### src/include/timer16_consts.vh
// constants for the 16-bit timer: register indexes, field positions, resets
// assumes byte address = 4 * index on a 32-bit wishbone bus, data in bits 7..0
//
// Overview of operation
// - with the filter on, the capture level changes only after four equal samples
// - the filter delays a capture by four clock cycles against the raw path
// - edge select zero captures on falling edges, one on rising edges
// - a capture copies the counter into the capture register and sets the flag
// - modes using the capture register as top disable the capture input
// - clock select 0 stops; 1..5 divide the clock by 1, 8, 64, 256, 1024
// - clock select 6 counts falling, 7 rising edges of the count pin
// - the count pin is counted even when the port drives it as output
// - force strobes act only in non-pwm modes; software writes them zero otherwise
// - a force strobe applies an immediate match through the output mode bits
// - a forced match never sets a flag nor clears the counter
// - force strobe bits always read as zero
// - the counter is read and written atomically through the shared high-byte latch
// - a counter write blocks compare matches on the next timer tick
// - both compare registers are compared continuously with the counter
// - compare register writes pass through the shared high-byte latch
// - the capture flag clears on vector execution or on writing one
`ifndef TIMER16_CONSTS_VH
`define TIMER16_CONSTS_VH

`define IDX_CTRL_B 8'h81
`define IDX_CTRL_C 8'h82
`define IDX_CNT_LO 8'h84
`define IDX_CNT_HI 8'h85
`define IDX_CAP_LO 8'h86
`define IDX_CAP_HI 8'h87
`define IDX_CMPA_LO 8'h88
`define IDX_CMPA_HI 8'h89
`define IDX_CMPB_LO 8'h8A
`define IDX_CMPB_HI 8'h8B
`define IDX_STATUS 8'h90

`define CB_FILTER 7
`define CB_EDGE 6
`define CB_RSVD 5
`define CB_MODE_HI 4
`define CB_MODE_LO 3
`define CC_FORCE_A 7
`define CC_FORCE_B 6
`define ST_CAP_FLAG 0
`define CB_WR_MASK 8'hDF
`define REG_RESET 8'h00
`define WORD_RESET 16'h0000

`define FILTER_SAMPLES 4
`define CS_STOP 3'h0
`define CS_DIV1 3'h1
`define CS_DIV8 3'h2
`define CS_DIV64 3'h3
`define CS_DIV256 3'h4
`define CS_DIV1024 3'h5
`define CS_EXT_FALL 3'h6
`define CS_EXT_RISE 3'h7
`define PRESC_WIDTH 10

`define WM_NORMAL 4'h0
`define WM_CTC_A 4'h4
`define WM_PFC_CAP 4'h8
`define WM_PC_CAP 4'hA
`define WM_CTC_CAP 4'hC
`define WM_FAST_CAP 4'hE
`define TOP_MAX 16'hFFFF
`define TOP_8BIT 16'h00FF
`define TOP_9BIT 16'h01FF
`define TOP_10BIT 16'h03FF

`define COM_TOGGLE 2'h1
`define COM_CLEAR 2'h2
`define COM_SET 2'h3

`endif

### src/core/capture_filter.v
// capture pin conditioner: two-stage synchroniser and optional majority-free
// four-sample filter; assumes the pin is already synchronous per house setting
`timescale 1ns/10ps
`include "timer16_consts.vh"

module capture_filter #(
  parameter SAMPLES = `FILTER_SAMPLES
) (
  input wire sys_clk,
  input wire reset,
  input wire pin,
  input wire filter_en,
  output reg level
);

  // ==========================================================
  // synchroniser
  reg sync_a;
  reg sync_b;
  reg [SAMPLES-1:0] hist;

  always @(posedge sys_clk) begin
    if (reset) begin
      sync_a <= 1'b0;
      sync_b <= 1'b0;
      hist <= {SAMPLES{1'b0}};
      level <= 1'b0;
    end else begin
      sync_a <= pin;
      sync_b <= sync_a;
      hist <= {hist[SAMPLES-2:0], sync_b};
      // the filter costs four cycles of latency, the price of rejecting spikes
      if (!filter_en)
        level <= sync_b;
      else if (&hist)
        level <= 1'b1;
      else if (~|hist)
        level <= 1'b0;
    end
  end

endmodule

### src/core/timer_prescaler.v
// clock select: turns the selected source into a one-cycle count enable
// assumes the external count edges arrive as one-cycle pulses
`timescale 1ns/10ps
`include "timer16_consts.vh"

module timer_prescaler #(
  parameter WIDTH = `PRESC_WIDTH
) (
  input wire sys_clk,
  input wire reset,
  input wire [2:0] clock_select_field,
  input wire ext_fall,
  input wire ext_rise,
  output reg tick
);

  // ==========================================================
  // free-running divider shared by all prescaled rates
  reg [WIDTH-1:0] div;

  always @(posedge sys_clk) begin
    if (reset)
      div <= {WIDTH{1'b0}};
    else
      div <= div + {{(WIDTH-1){1'b0}}, 1'b1};
  end

  always @* begin
    case (clock_select_field)
      `CS_STOP: tick = 1'b0;
      `CS_DIV1: tick = 1'b1;
      `CS_DIV8: tick = &div[2:0];
      `CS_DIV64: tick = &div[5:0];
      `CS_DIV256: tick = &div[7:0];
      `CS_DIV1024: tick = &div[9:0];
      `CS_EXT_FALL: tick = ext_fall;
      `CS_EXT_RISE: tick = ext_rise;
      default: tick = 1'b0;
    endcase
  end

endmodule

### src/core/timer16_regs.v
// 16-bit timer core: control b/c, counter, two compare units, capture unit,
// wishbone classic slave with 8-bit registers at word index * 4
// assumes mode bits 1..0 and compare output modes come from control a outside
`timescale 1ns/10ps
`include "timer16_consts.vh"

module timer16_regs (
  input wire sys_clk,
  input wire reset,
  input wire wb_cyc_i,
  input wire wb_stb_i,
  input wire wb_we_i,
  input wire [9:0] wb_adr_i,
  input wire [3:0] wb_sel_i,
  input wire [31:0] wb_dat_i,
  output reg [31:0] wb_dat_o,
  output reg wb_ack_o,
  input wire capture_pin,
  input wire ext_count_pin,
  input wire [1:0] waveform_mode_low,
  input wire [1:0] compare_output_mode_a,
  input wire [1:0] compare_output_mode_b,
  input wire capture_vector_ack,
  output reg capture_flag,
  output reg compare_match_a,
  output reg compare_match_b,
  output reg wave_out_a,
  output reg wave_out_b,
  output wire [3:0] waveform_mode_field,
  output reg [15:0] counter_value
);

  // ==========================================================
  // register state
  reg [7:0] timer_control_b;
  reg [7:0] high_latch;
  reg [15:0] compare_reg_a;
  reg [15:0] compare_reg_b;
  reg [15:0] capture_reg;
  reg block_match;
  reg ext_s1;
  reg ext_s2;
  reg ext_prev;
  reg cap_prev;
  reg [15:0] top;
  reg [7:0] rdata;

  wire cap_level;
  wire tick;
  wire [2:0] clock_select_field;
  wire capture_noise_filter_en;
  wire capture_edge_sel;

  assign clock_select_field = timer_control_b[2:0];
  assign capture_noise_filter_en = timer_control_b[`CB_FILTER];
  assign capture_edge_sel = timer_control_b[`CB_EDGE];
  assign waveform_mode_field = {timer_control_b[`CB_MODE_HI:`CB_MODE_LO], waveform_mode_low};

  // ==========================================================
  // bus decode: answer one cycle after the request, every address acked
  wire req;
  wire wr;
  wire rd;
  wire [7:0] idx;
  wire [7:0] wbyte;

  // side effects land at the taking edge; the master holds its request until ack anyway
  assign req = wb_cyc_i & wb_stb_i & ~wb_ack_o;
  assign wr = req & wb_we_i & wb_sel_i[0];
  assign rd = req & ~wb_we_i;
  assign idx = wb_adr_i[9:2];
  assign wbyte = wb_dat_i[7:0];

  always @(posedge sys_clk) begin
    if (reset)
      wb_ack_o <= 1'b0;
    else
      wb_ack_o <= req;
  end

  // ==========================================================
  // mode decode
  wire non_pwm;
  wire cap_is_top;
  wire ctc_a;

  assign ctc_a = (waveform_mode_field == `WM_CTC_A);
  assign non_pwm = (waveform_mode_field == `WM_NORMAL) | ctc_a |
                   (waveform_mode_field == `WM_CTC_CAP);
  assign cap_is_top = (waveform_mode_field == `WM_PFC_CAP) |
                      (waveform_mode_field == `WM_PC_CAP) |
                      (waveform_mode_field == `WM_CTC_CAP) |
                      (waveform_mode_field == `WM_FAST_CAP);

  always @* begin
    case (waveform_mode_field)
      4'h1: top = `TOP_8BIT;
      4'h2: top = `TOP_9BIT;
      4'h3: top = `TOP_10BIT;
      4'h5: top = `TOP_8BIT;
      4'h6: top = `TOP_9BIT;
      4'h7: top = `TOP_10BIT;
      4'h4: top = compare_reg_a;
      4'h9: top = compare_reg_a;
      4'hB: top = compare_reg_a;
      4'hF: top = compare_reg_a;
      `WM_PFC_CAP: top = capture_reg;
      `WM_PC_CAP: top = capture_reg;
      `WM_CTC_CAP: top = capture_reg;
      `WM_FAST_CAP: top = capture_reg;
      default: top = `TOP_MAX;
    endcase
  end

  // ==========================================================
  // external count pin: sampled regardless of port direction
  always @(posedge sys_clk) begin
    if (reset) begin
      ext_s1 <= 1'b0;
      ext_s2 <= 1'b0;
      ext_prev <= 1'b0;
    end else begin
      ext_s1 <= ext_count_pin;
      ext_s2 <= ext_s1;
      ext_prev <= ext_s2;
    end
  end

  // three cycles from pin to count: two sync stages, then the counter takes the edge pulse formed from ext_s2
  timer_prescaler #(
    .WIDTH(`PRESC_WIDTH)
  ) u_prescaler (
    .sys_clk(sys_clk),
    .reset(reset),
    .clock_select_field(clock_select_field),
    .ext_fall(ext_prev & ~ext_s2),
    .ext_rise(~ext_prev & ext_s2),
    .tick(tick)
  );

  // ==========================================================
  // capture input
  capture_filter #(
    .SAMPLES(`FILTER_SAMPLES)
  ) u_capture_filter (
    .sys_clk(sys_clk),
    .reset(reset),
    .pin(capture_pin),
    .filter_en(capture_noise_filter_en),
    .level(cap_level)
  );

  wire cap_edge;
  wire cap_event;
  wire top_hit;

  assign cap_edge = capture_edge_sel ? (cap_level & ~cap_prev) : (~cap_level & cap_prev);
  assign cap_event = cap_edge & ~cap_is_top;
  // with the capture register as top the flag marks reaching top instead
  assign top_hit = cap_is_top & tick & (counter_value == top);

  always @(posedge sys_clk) begin
    if (reset)
      cap_prev <= 1'b0;
    else
      cap_prev <= cap_level;
  end

  // ==========================================================
  // 16-bit access through the shared high-byte latch
  wire lo_wr_cnt;
  wire lo_wr_a;
  wire lo_wr_b;
  wire lo_wr_cap;
  wire [15:0] wword;

  assign wword = {high_latch, wbyte};
  // one latch for all 16-bit registers: interleaved 16-bit accesses clobber each other
  assign lo_wr_cnt = wr & (idx == `IDX_CNT_LO);
  assign lo_wr_a = wr & (idx == `IDX_CMPA_LO);
  assign lo_wr_b = wr & (idx == `IDX_CMPB_LO);
  assign lo_wr_cap = wr & (idx == `IDX_CAP_LO);

  always @(posedge sys_clk) begin
    if (reset) begin
      high_latch <= `REG_RESET;
    end else if (wr) begin
      case (idx)
        `IDX_CNT_HI: high_latch <= wbyte;
        `IDX_CAP_HI: high_latch <= wbyte;
        `IDX_CMPA_HI: high_latch <= wbyte;
        `IDX_CMPB_HI: high_latch <= wbyte;
        default: high_latch <= high_latch;
      endcase
    end else if (rd) begin
      case (idx)
        `IDX_CNT_LO: high_latch <= counter_value[15:8];
        `IDX_CAP_LO: high_latch <= capture_reg[15:8];
        `IDX_CMPA_LO: high_latch <= compare_reg_a[15:8];
        `IDX_CMPB_LO: high_latch <= compare_reg_b[15:8];
        default: high_latch <= high_latch;
      endcase
    end
  end

  always @(posedge sys_clk) begin
    if (reset) begin
      compare_reg_a <= `WORD_RESET;
      compare_reg_b <= `WORD_RESET;
      timer_control_b <= `REG_RESET;
    end else begin
      if (lo_wr_a)
        compare_reg_a <= wword;
      if (lo_wr_b)
        compare_reg_b <= wword;
      if (wr && idx == `IDX_CTRL_B)
        timer_control_b <= wbyte & `CB_WR_MASK;
    end
  end

  // ==========================================================
  // counter and capture register
  always @(posedge sys_clk) begin
    if (reset) begin
      counter_value <= `WORD_RESET;
      block_match <= 1'b0;
    // a cpu write wins over a tick in the same cycle and arms the match block
    end else if (lo_wr_cnt) begin
      counter_value <= wword;
      block_match <= 1'b1;
    end else if (tick) begin
      block_match <= 1'b0;
      // match-a clear in ctc is driven by a real match only, never a force
      if (counter_value == top)
        counter_value <= `WORD_RESET;
      else
        counter_value <= counter_value + 16'h0001;
    end
  end

  always @(posedge sys_clk) begin
    if (reset)
      capture_reg <= `WORD_RESET;
    else if (lo_wr_cap)
      capture_reg <= wword;
    else if (cap_event)
      capture_reg <= counter_value;
  end

  // ==========================================================
  // capture flag: hardware set wins over any clear in the same cycle
  wire flag_clr;

  assign flag_clr = capture_vector_ack |
                    (wr && idx == `IDX_STATUS && wbyte[`ST_CAP_FLAG]);

  always @(posedge sys_clk) begin
    if (reset)
      capture_flag <= 1'b0;
    else if (cap_event | top_hit)
      capture_flag <= 1'b1;
    else if (flag_clr)
      capture_flag <= 1'b0;
  end

  // ==========================================================
  // compare units
  wire match_a;
  wire match_b;
  wire force_a;
  wire force_b;

  // the counter is compared every tick, skipped right after a cpu write
  assign match_a = tick & ~block_match & (counter_value == compare_reg_a);
  assign match_b = tick & ~block_match & (counter_value == compare_reg_b);
  // strobes are never stored, so control c always reads back as zero
  assign force_a = wr & (idx == `IDX_CTRL_C) & wbyte[`CC_FORCE_A] & non_pwm;
  assign force_b = wr & (idx == `IDX_CTRL_C) & wbyte[`CC_FORCE_B] & non_pwm;

  always @(posedge sys_clk) begin
    if (reset) begin
      compare_match_a <= 1'b0;
      compare_match_b <= 1'b0;
    end else begin
      // forced matches stay off these pulses, so no flag can follow
      compare_match_a <= match_a;
      compare_match_b <= match_b;
    end
  end

  // output actions only for non-pwm modes; pwm shaping lives outside
  function apply_com;
    input [1:0] com;
    input cur;
    begin
      case (com)
        `COM_TOGGLE: apply_com = ~cur;
        `COM_CLEAR: apply_com = 1'b0;
        `COM_SET: apply_com = 1'b1;
        default: apply_com = cur;
      endcase
    end
  endfunction

  always @(posedge sys_clk) begin
    if (reset) begin
      wave_out_a <= 1'b0;
      wave_out_b <= 1'b0;
    end else begin
      if (non_pwm && (match_a || force_a))
        wave_out_a <= apply_com(compare_output_mode_a, wave_out_a);
      if (non_pwm && (match_b || force_b))
        wave_out_b <= apply_com(compare_output_mode_b, wave_out_b);
    end
  end

  // ==========================================================
  // read mux; high bytes of 16-bit registers return the latch
  // the status index is local; the other flags of this timer live outside
  always @* begin
    case (idx)
      `IDX_CTRL_B: rdata = timer_control_b;
      `IDX_CTRL_C: rdata = `REG_RESET;
      `IDX_CNT_LO: rdata = counter_value[7:0];
      `IDX_CAP_LO: rdata = capture_reg[7:0];
      `IDX_CMPA_LO: rdata = compare_reg_a[7:0];
      `IDX_CMPB_LO: rdata = compare_reg_b[7:0];
      `IDX_CNT_HI: rdata = high_latch;
      `IDX_CAP_HI: rdata = high_latch;
      `IDX_CMPA_HI: rdata = high_latch;
      `IDX_CMPB_HI: rdata = high_latch;
      `IDX_STATUS: rdata = {7'h00, capture_flag};
      default: rdata = `REG_RESET;
    endcase
  end

  always @(posedge sys_clk) begin
    if (reset)
      wb_dat_o <= 32'h00000000;
    else if (rd)
      wb_dat_o <= {24'h000000, rdata};
  end

endmodule

### config.mk
export PLATFORM = sky130hd
export DESIGN_NAME = timer16_regs
export DESIGN_NICKNAME = d
export VERILOG_FILES = /design/src/core/capture_filter.v /design/src/core/timer_prescaler.v /design/src/core/timer16_regs.v
export VERILOG_INCLUDE_DIRS = /design/src /design/src/include
export SDC_FILE = /design/constraint.sdc
export NUM_CORES = 1
export LEC_CHECK = 0
export ABC_CLOCK_PERIOD_IN_PS = 2700
export BUFFER_PORTS_ARGS = -buffer_cell sky130_fd_sc_hd__buf_2
export CAP_MARGIN = 30
export CORE_MARGIN = 1
export CORE_UTILIZATION = 49
export CTS_BUF_LIST = sky130_fd_sc_hd__clkbuf_4
export CTS_CLUSTER_DIAMETER = 120
export DETAILED_ROUTE_END_ITERATION = 6
export PLACE_DENSITY = 0.71
export SLEW_MARGIN = 20
export SYNTH_ARGS = -nofsm -noshare
export SYNTH_HDL_FRONTEND = slang
export SYNTH_HIERARCHICAL = 1
export SYNTH_SLANG_ARGS = --single-unit
### constraint.sdc
create_clock -name sys_clk -period 2.7 [get_ports sys_clk]
set_clock_uncertainty 0.1 [all_clocks]
set_input_delay 0.135 -clock sys_clk [delete_from_list [all_inputs] [get_ports sys_clk]]
set_output_delay 0.135 -clock sys_clk [all_outputs]
set_load 0.02 [all_outputs]
== Yosys cells after proc, flatten, opt, wreduce, memory -nomap -nowiden ==
Index checks and enable logic that the tools add are counted.

* Register bits: 115
* Output and inout port bits: 58

* Mux-type cells: 22
* Reduce and logical (&&, ||, !) cells: 31
* Bitwise logic cells: 41
* Equality and inequality tests: 43
* Add/subtract/negate cells: 2

{| class="wikitable"
|+ Operators by type and width
! kind !! number
|-
| $eq 8x8->1 const B || 11
|-
| $mux 16 || 5
|-
| $pmux 16 s5 || 1
|-
| $pmux 8 s7 || 1
|-
| $eq 16x16->1 || 3
|-
| $pmux 8 s4 || 1
|-
| $eq 4x4->1 const B || 7
|-
| $and 1x1->1 || 24
|-
| $mux 8 || 3
|-
| $add 16x1->16 const B || 1
|-
| $eq 4x3->1 const B || 4
|-
| $reduce_or 4->1 || 4
|-
| $eq 3x3->1 const B || 4
|-
| $add 10x1->10 const B || 1
|-
| $not 1->1 || 10
|-
| $reduce_and 10->1 || 1
|-
| $eq 2x2->1 const B || 4
|-
| $eq 4x2->1 const B || 2
|-
| $mux 1 || 8
|-
| $pmux 1 s8 || 1
|-
| $reduce_and 8->1 || 1
|-
| $reduce_bool 2->1 || 4
|-
| $or 1x1->1 || 7
|-
| $eq 3x2->1 const B || 2
|-
| other kinds (17) || 29
|}

== Depth between registers and ports, before layout ==
* Depth after elaboration: 10
* Depth in mapped cells: 11
* Mapped depth without buffers: 11

== Modules after synthesis ==
The synthesis kept the hierarchy.

{| class="wikitable"
|+ By module, submodules not included
! module !! sequential area each (um^2) !! area each (um^2) !! instances !! cells each
|-
| timer16_regs || 1961.9 || 6074.6 || 1 || 799
|-
| timer_prescaler || 200.2 || 470.5 || 1 || 53
|-
| capture_filter || 140.1 || 217.7 || 1 || 18
|}

== Worst setup path after synthesis ==
No wires, ideal clock.

* Path type: flip-flop to flip-flop
* Start: register counter_value[6]
* End: register counter_value[10]
* Required time: 2.466 ns
* Setup time: 0.134 ns
* Slack: 0.289 ns
* Period minus slack after synthesis: 2.411 ns
* Stages on the path, launching flop included: 11
* Arrival: 2.177 ns
* Path buffers: 3
* Cell sequence: dfxtp_1 clkbuf_1 inv_1 a221o_1 a21oi_1 o211ai_1 nor4_1 and2_1 buf_4 buf_6 o22ai_1

* Word-level cells in the longest chain between the ends: 4

{| class="wikitable"
|+ RTL lines
! what !! line !! RTL
|-
| start, declared || timer16_regs.v:30 || <nowiki>output reg [15:0] counter_value</nowiki>
|-
| start signal, assigned || timer16_regs.v:225 || <nowiki>counter_value <= `WORD_RESET;</nowiki>
|-
| start signal, assigned || timer16_regs.v:229 || <nowiki>counter_value <= wword;</nowiki>
|-
| start signal, assigned || timer16_regs.v:235 || <nowiki>counter_value <= `WORD_RESET;</nowiki>
|-
| $add 16x1->16 or $eq 16x16->1 (tied branches) || timer16_regs.v:237, timer16_regs.v:234 ||
|-
| $mux 16 * || timer16_regs.v:234 || <nowiki>if (counter_value == top)</nowiki>
|-
| $mux 16 * || timer16_regs.v:231 || <nowiki>end else if (tick) begin</nowiki>
|-
| $mux 16 * || timer16_regs.v:228 || <nowiki>end else if (lo_wr_cnt) begin</nowiki>
|}

Mark *: on every way between the ends. The rest lies on a longest branch, timed or not. The select of a mux whose other input is x is not followed.
A chain may end at the register's enable or synchronous reset.

== Final worst setup path ==
* Start: register u_prescaler.div[0]
* End: register counter_value[6]

* Word-level cells in the longest chain between the ends: 3

{| class="wikitable"
|+ RTL lines
! what !! line !! RTL
|-
| start, declared || timer_prescaler.v:19 || <nowiki>reg [WIDTH-1:0] div;</nowiki>
|-
| start signal, assigned || timer_prescaler.v:23 || <nowiki>div <= {WIDTH{1'b0}};</nowiki>
|-
| start signal, assigned || timer_prescaler.v:25 || <nowiki>div <= div + {{(WIDTH-1){1'b0}}, 1'b1};</nowiki>
|-
| $reduce_and 10->1 (tied with other cells) || timer_prescaler.v:35 || <nowiki>`CS_DIV1024: tick = &div[9:0];</nowiki>
|-
| $pmux 1 s8 * || timer_prescaler.v:29 || <nowiki>case (clock_select_field)</nowiki>
|-
| net tick || timer16_regs.v:49 || <nowiki>wire tick;</nowiki>
|-
| $reduce_bool 2->1 (no source line) * || - ||
|}

The timed path passes the listed nets; every way through them passes the cells marked *.

==> flow_summary.json <==
{
  "yosysSeqAreaShare": 0.340,
  "yosysUniqueCellTypes": 69,
  "crit_path_max_fanout": 19,
  "cts_htree_levels": 4,
  "routedWlPerCell_um": 19.2,
  "cts_tree": "done",
  "cp-start-kind": "flop",
  "clock_path_buffers": 2,
  "vias_per_cell": 6.02,
  "layout_common_cells": "122 x nand2_1, 113 x dfxtp_1, 76 x a21oi_1",
  "slew_viol_final": 0,
  "die_h_um": 119,
  "antenna_found_initial": 1,
  "grtUsageTotal": 0.318,
  "wl_mm": 22.1,
  "drive_gt1_frac": 0.181,
  "io_pins": 118,
  "whs_ns": 0.0981,
  "core_area_mm2": 0.0133,
  "cap_violations": 0,
  "dr.first_iter.drc_count": 846,
  "p_leak_nw": 2.94,
  "slowest_stage": "a211o_2",
  "cts_made_buffers": 17,
  "post-route-min-period_ns": 2.57,
  "crit_chain": "ha_1, buf_4, ha_1, a21oi_1, nor2_1, a211o_2, buf_8, nand2_1, nor2_1, xnor2_1, nand2_1, o21ai_0, a311oi_1",
  "crit_family": "compound AO/OA/AOI/OAI gates",
  "mappedNetlistArea_mm2": 0.00676,
  "rsz0062_at_grt": "no",
  "avgSynthCellArea_um2": 7.77,
  "max_stage_delay_ns": 0.42,
  "ant_nets": 0,
  "clk_pin_slew_ns": 0.11,
  "irDropWorstVdd_mv": 0.215,
  "gp_congestion": 1.01,
  "numPlacedInstances": 1095,
  "overflow": 0,
  "yosysTopAreaCell": "dfxtp_1",
  "grt_pass1_wl_mm": 34.6,
  "die_area_mm2": 0.0143,
  "clockRootBuffer": "clkbuf_4",
  "rows": 42,
  "grt_start_max_net_pins": 48,
  "setup_viol": 0,
  "synth_warnings": 6,
  "fin_crit_sh": 0.952,
  "fin_tns_setup_ns": 0,
  "synthTopCellsByArea": "dfxtp_1 34%, nand2_1 6.8%, a21oi_1 5.6%",
  "post-cts-setup-buffers": 0,
  "final_common_cell": "nand2_1",
  "ys_ff_latch": 115,
  "r2r_start": "u_prescaler/div[0]",
  "grt_pass1_vias": 6232,
  "clk_latency_ns": 0.56,
  "initial_core_util": 0.507,
  "powerDensity_mw_per_mm2": 432,
  "utilization": 0.594,
  "async_reset_ff_frac": 0,
  "hold_violations": 0,
  "rr_endpoint": "counter_value[6]",
  "ys.flop_type": "dfxtp_1",
  "critPathKind": "reg -> reg",
  "fmax_mhz": 389,
  "yosysTopAreaCellShare": 0.340,
  "area_delta_synth_final_pct": 17.2,
  "dp_hpwl_mm": 15.4,
  "drt_pass1_iterations": 6,
  "vias": 6930,
  "tightest_slew_ns": 0.608,
  "crit_required_ns": 3.07,
  "clock-sinks": 115,
  "synth_cells": 870,
  "cp-startpoint": "u_prescaler/div[0]",
  "crit_path_end_kind": "flop",
  "die_x_um": 119,
  "fill_cells": 1266,
  "cp_num_cells": 13,
  "rr_worst_depth": 13,
  "post-route-drc-count": 0,
  "fin_cells": 1152,
  "numPortBuffers": 64,
  "nNetsFinal": 1025,
  "r2r_slack_ns": 0.13,
  "relSlewSlack": 0.591,
  "critPathBufInv": 2,
  "crit_end": "counter_value[6]",
  "hp-class": "in -> reg",
  "cp.arrival_ns": 2.94,
  "status": "finished, final reports clean",
  "synth_edf_count": 0
}
[power by group]
part / internal, mW / leakage, nW / switching, mW
Combinational: 0.117 / 1.86 / 0.206
Sequential: 1.71 / 0.930 / 0.0101
Clock: 0.647 / 0.153 / 0.734
Total: 2.48 / 2.94 / 0.950
[worst min path at each step]
stage	slack (ns)	startpoint	end	cells after the start
4_1_cts	0.06	wb_sel_i[0]	timer_control_b[2]	6
3_5_place_dp	0.26	capture_pin	u_capture_filter/sync_a	2
5_1_grt	0.09	wb_sel_i[0]	timer_control_b[7]	6
2_1_floorplan	0.11	reset	u_capture_filter/sync_a	1
6_report	0.1	wb_sel_i[0]	timer_control_b[2]	6
3_3_place_gp	0.25	capture_pin	u_capture_filter/sync_a	2
[layer usage]
metal	vias to the layer above	GRT usage	part of all wire
met2	401	0.477	0.44
met1	3203	0.423	0.41
met3	67	0.0852	0.11
met4	0	0.148	0.040
li1	3259	-	-
met5	-	0	0
[cell type report]
cell class	count	area, µm²	share of cell area
Inverter	21	78.8	0.00994
Sequential cell	115	2300	0.291
Timing Repair Buffer	144	1000	0.127
Clock buffer	17	128	0.0161
Antenna cell	1	2.50	0.000316
Clock inverter	15	181	0.0229
Tap cell	176	220	0.0278
Multi-Input combinational cell	663	4010	0.506
[Yosys cell counts (4+ instances only)]
cell and number:
a31oi_1 5, buf_4 30, and4_1 4, nor2_1 59, nand2b_1 15, a21boi_0 4
nor2b_1 17, o21ai_0 18, o221ai_1 6, xor2_1 4, and2_1 4, o22ai_1 25
and3_1 9, nand2_1 122, o31ai_1 7, a221oi_1 10, buf_2 7, or4_1 5
mux2i_1 28, a211oi_1 37, a22oi_1 7, nand4_1 11, clkbuf_1 53, nor3_1 13
dfxtp_1 115, a21oi_1 76, o211ai_1 6, nand3_1 26, xnor2_1 42, inv_1 21
nor3b_1 7, nor4_1 5, or3_1 15
[worst reg2reg max path: cells and delay by family (launching register included)]
family / cells / cell delay, ns
compound gates: 4 / 0.88
fa+ha+maj: 2 / 0.39
flops: 1 / 0.35
buf+inv: 2 / 0.33
simple gates: 4 / 0.30
xor+xnor: 1 / 0.12
[stage by stage]
step,power (mW),cell area [µm²],worst slack [ns]
finish,3.43,7930,0.130
global route,3.57,7930,0.000266
CTS,3.44,7880,0.0794
detailed placement,2.05,7330,0.0959
global placement,2.05,7330,0.135
floorplan,1.97,6850,0.289
[logic make-up after synthesis]
family                   share of synthesized area
AO/OA/AOI/OAI                                0.216
XOR/XNOR                                    0.0596
adder cells (fa/ha/maj)                    0.00555
buffers and inverters                       0.0842
flip-flops                                   0.340
multiplexers                                0.0464
other                                     0.000555
AND/OR/NAND/NOR                              0.247
[timing repair]
action | in CTS | in global routing
hold buffers | 24 | 0
setup endpoints to repair | 0 | 18
resized for setup | 0 | 12
hold endpoints to repair | 79 | 0
(Power assumes the default switching activity.)
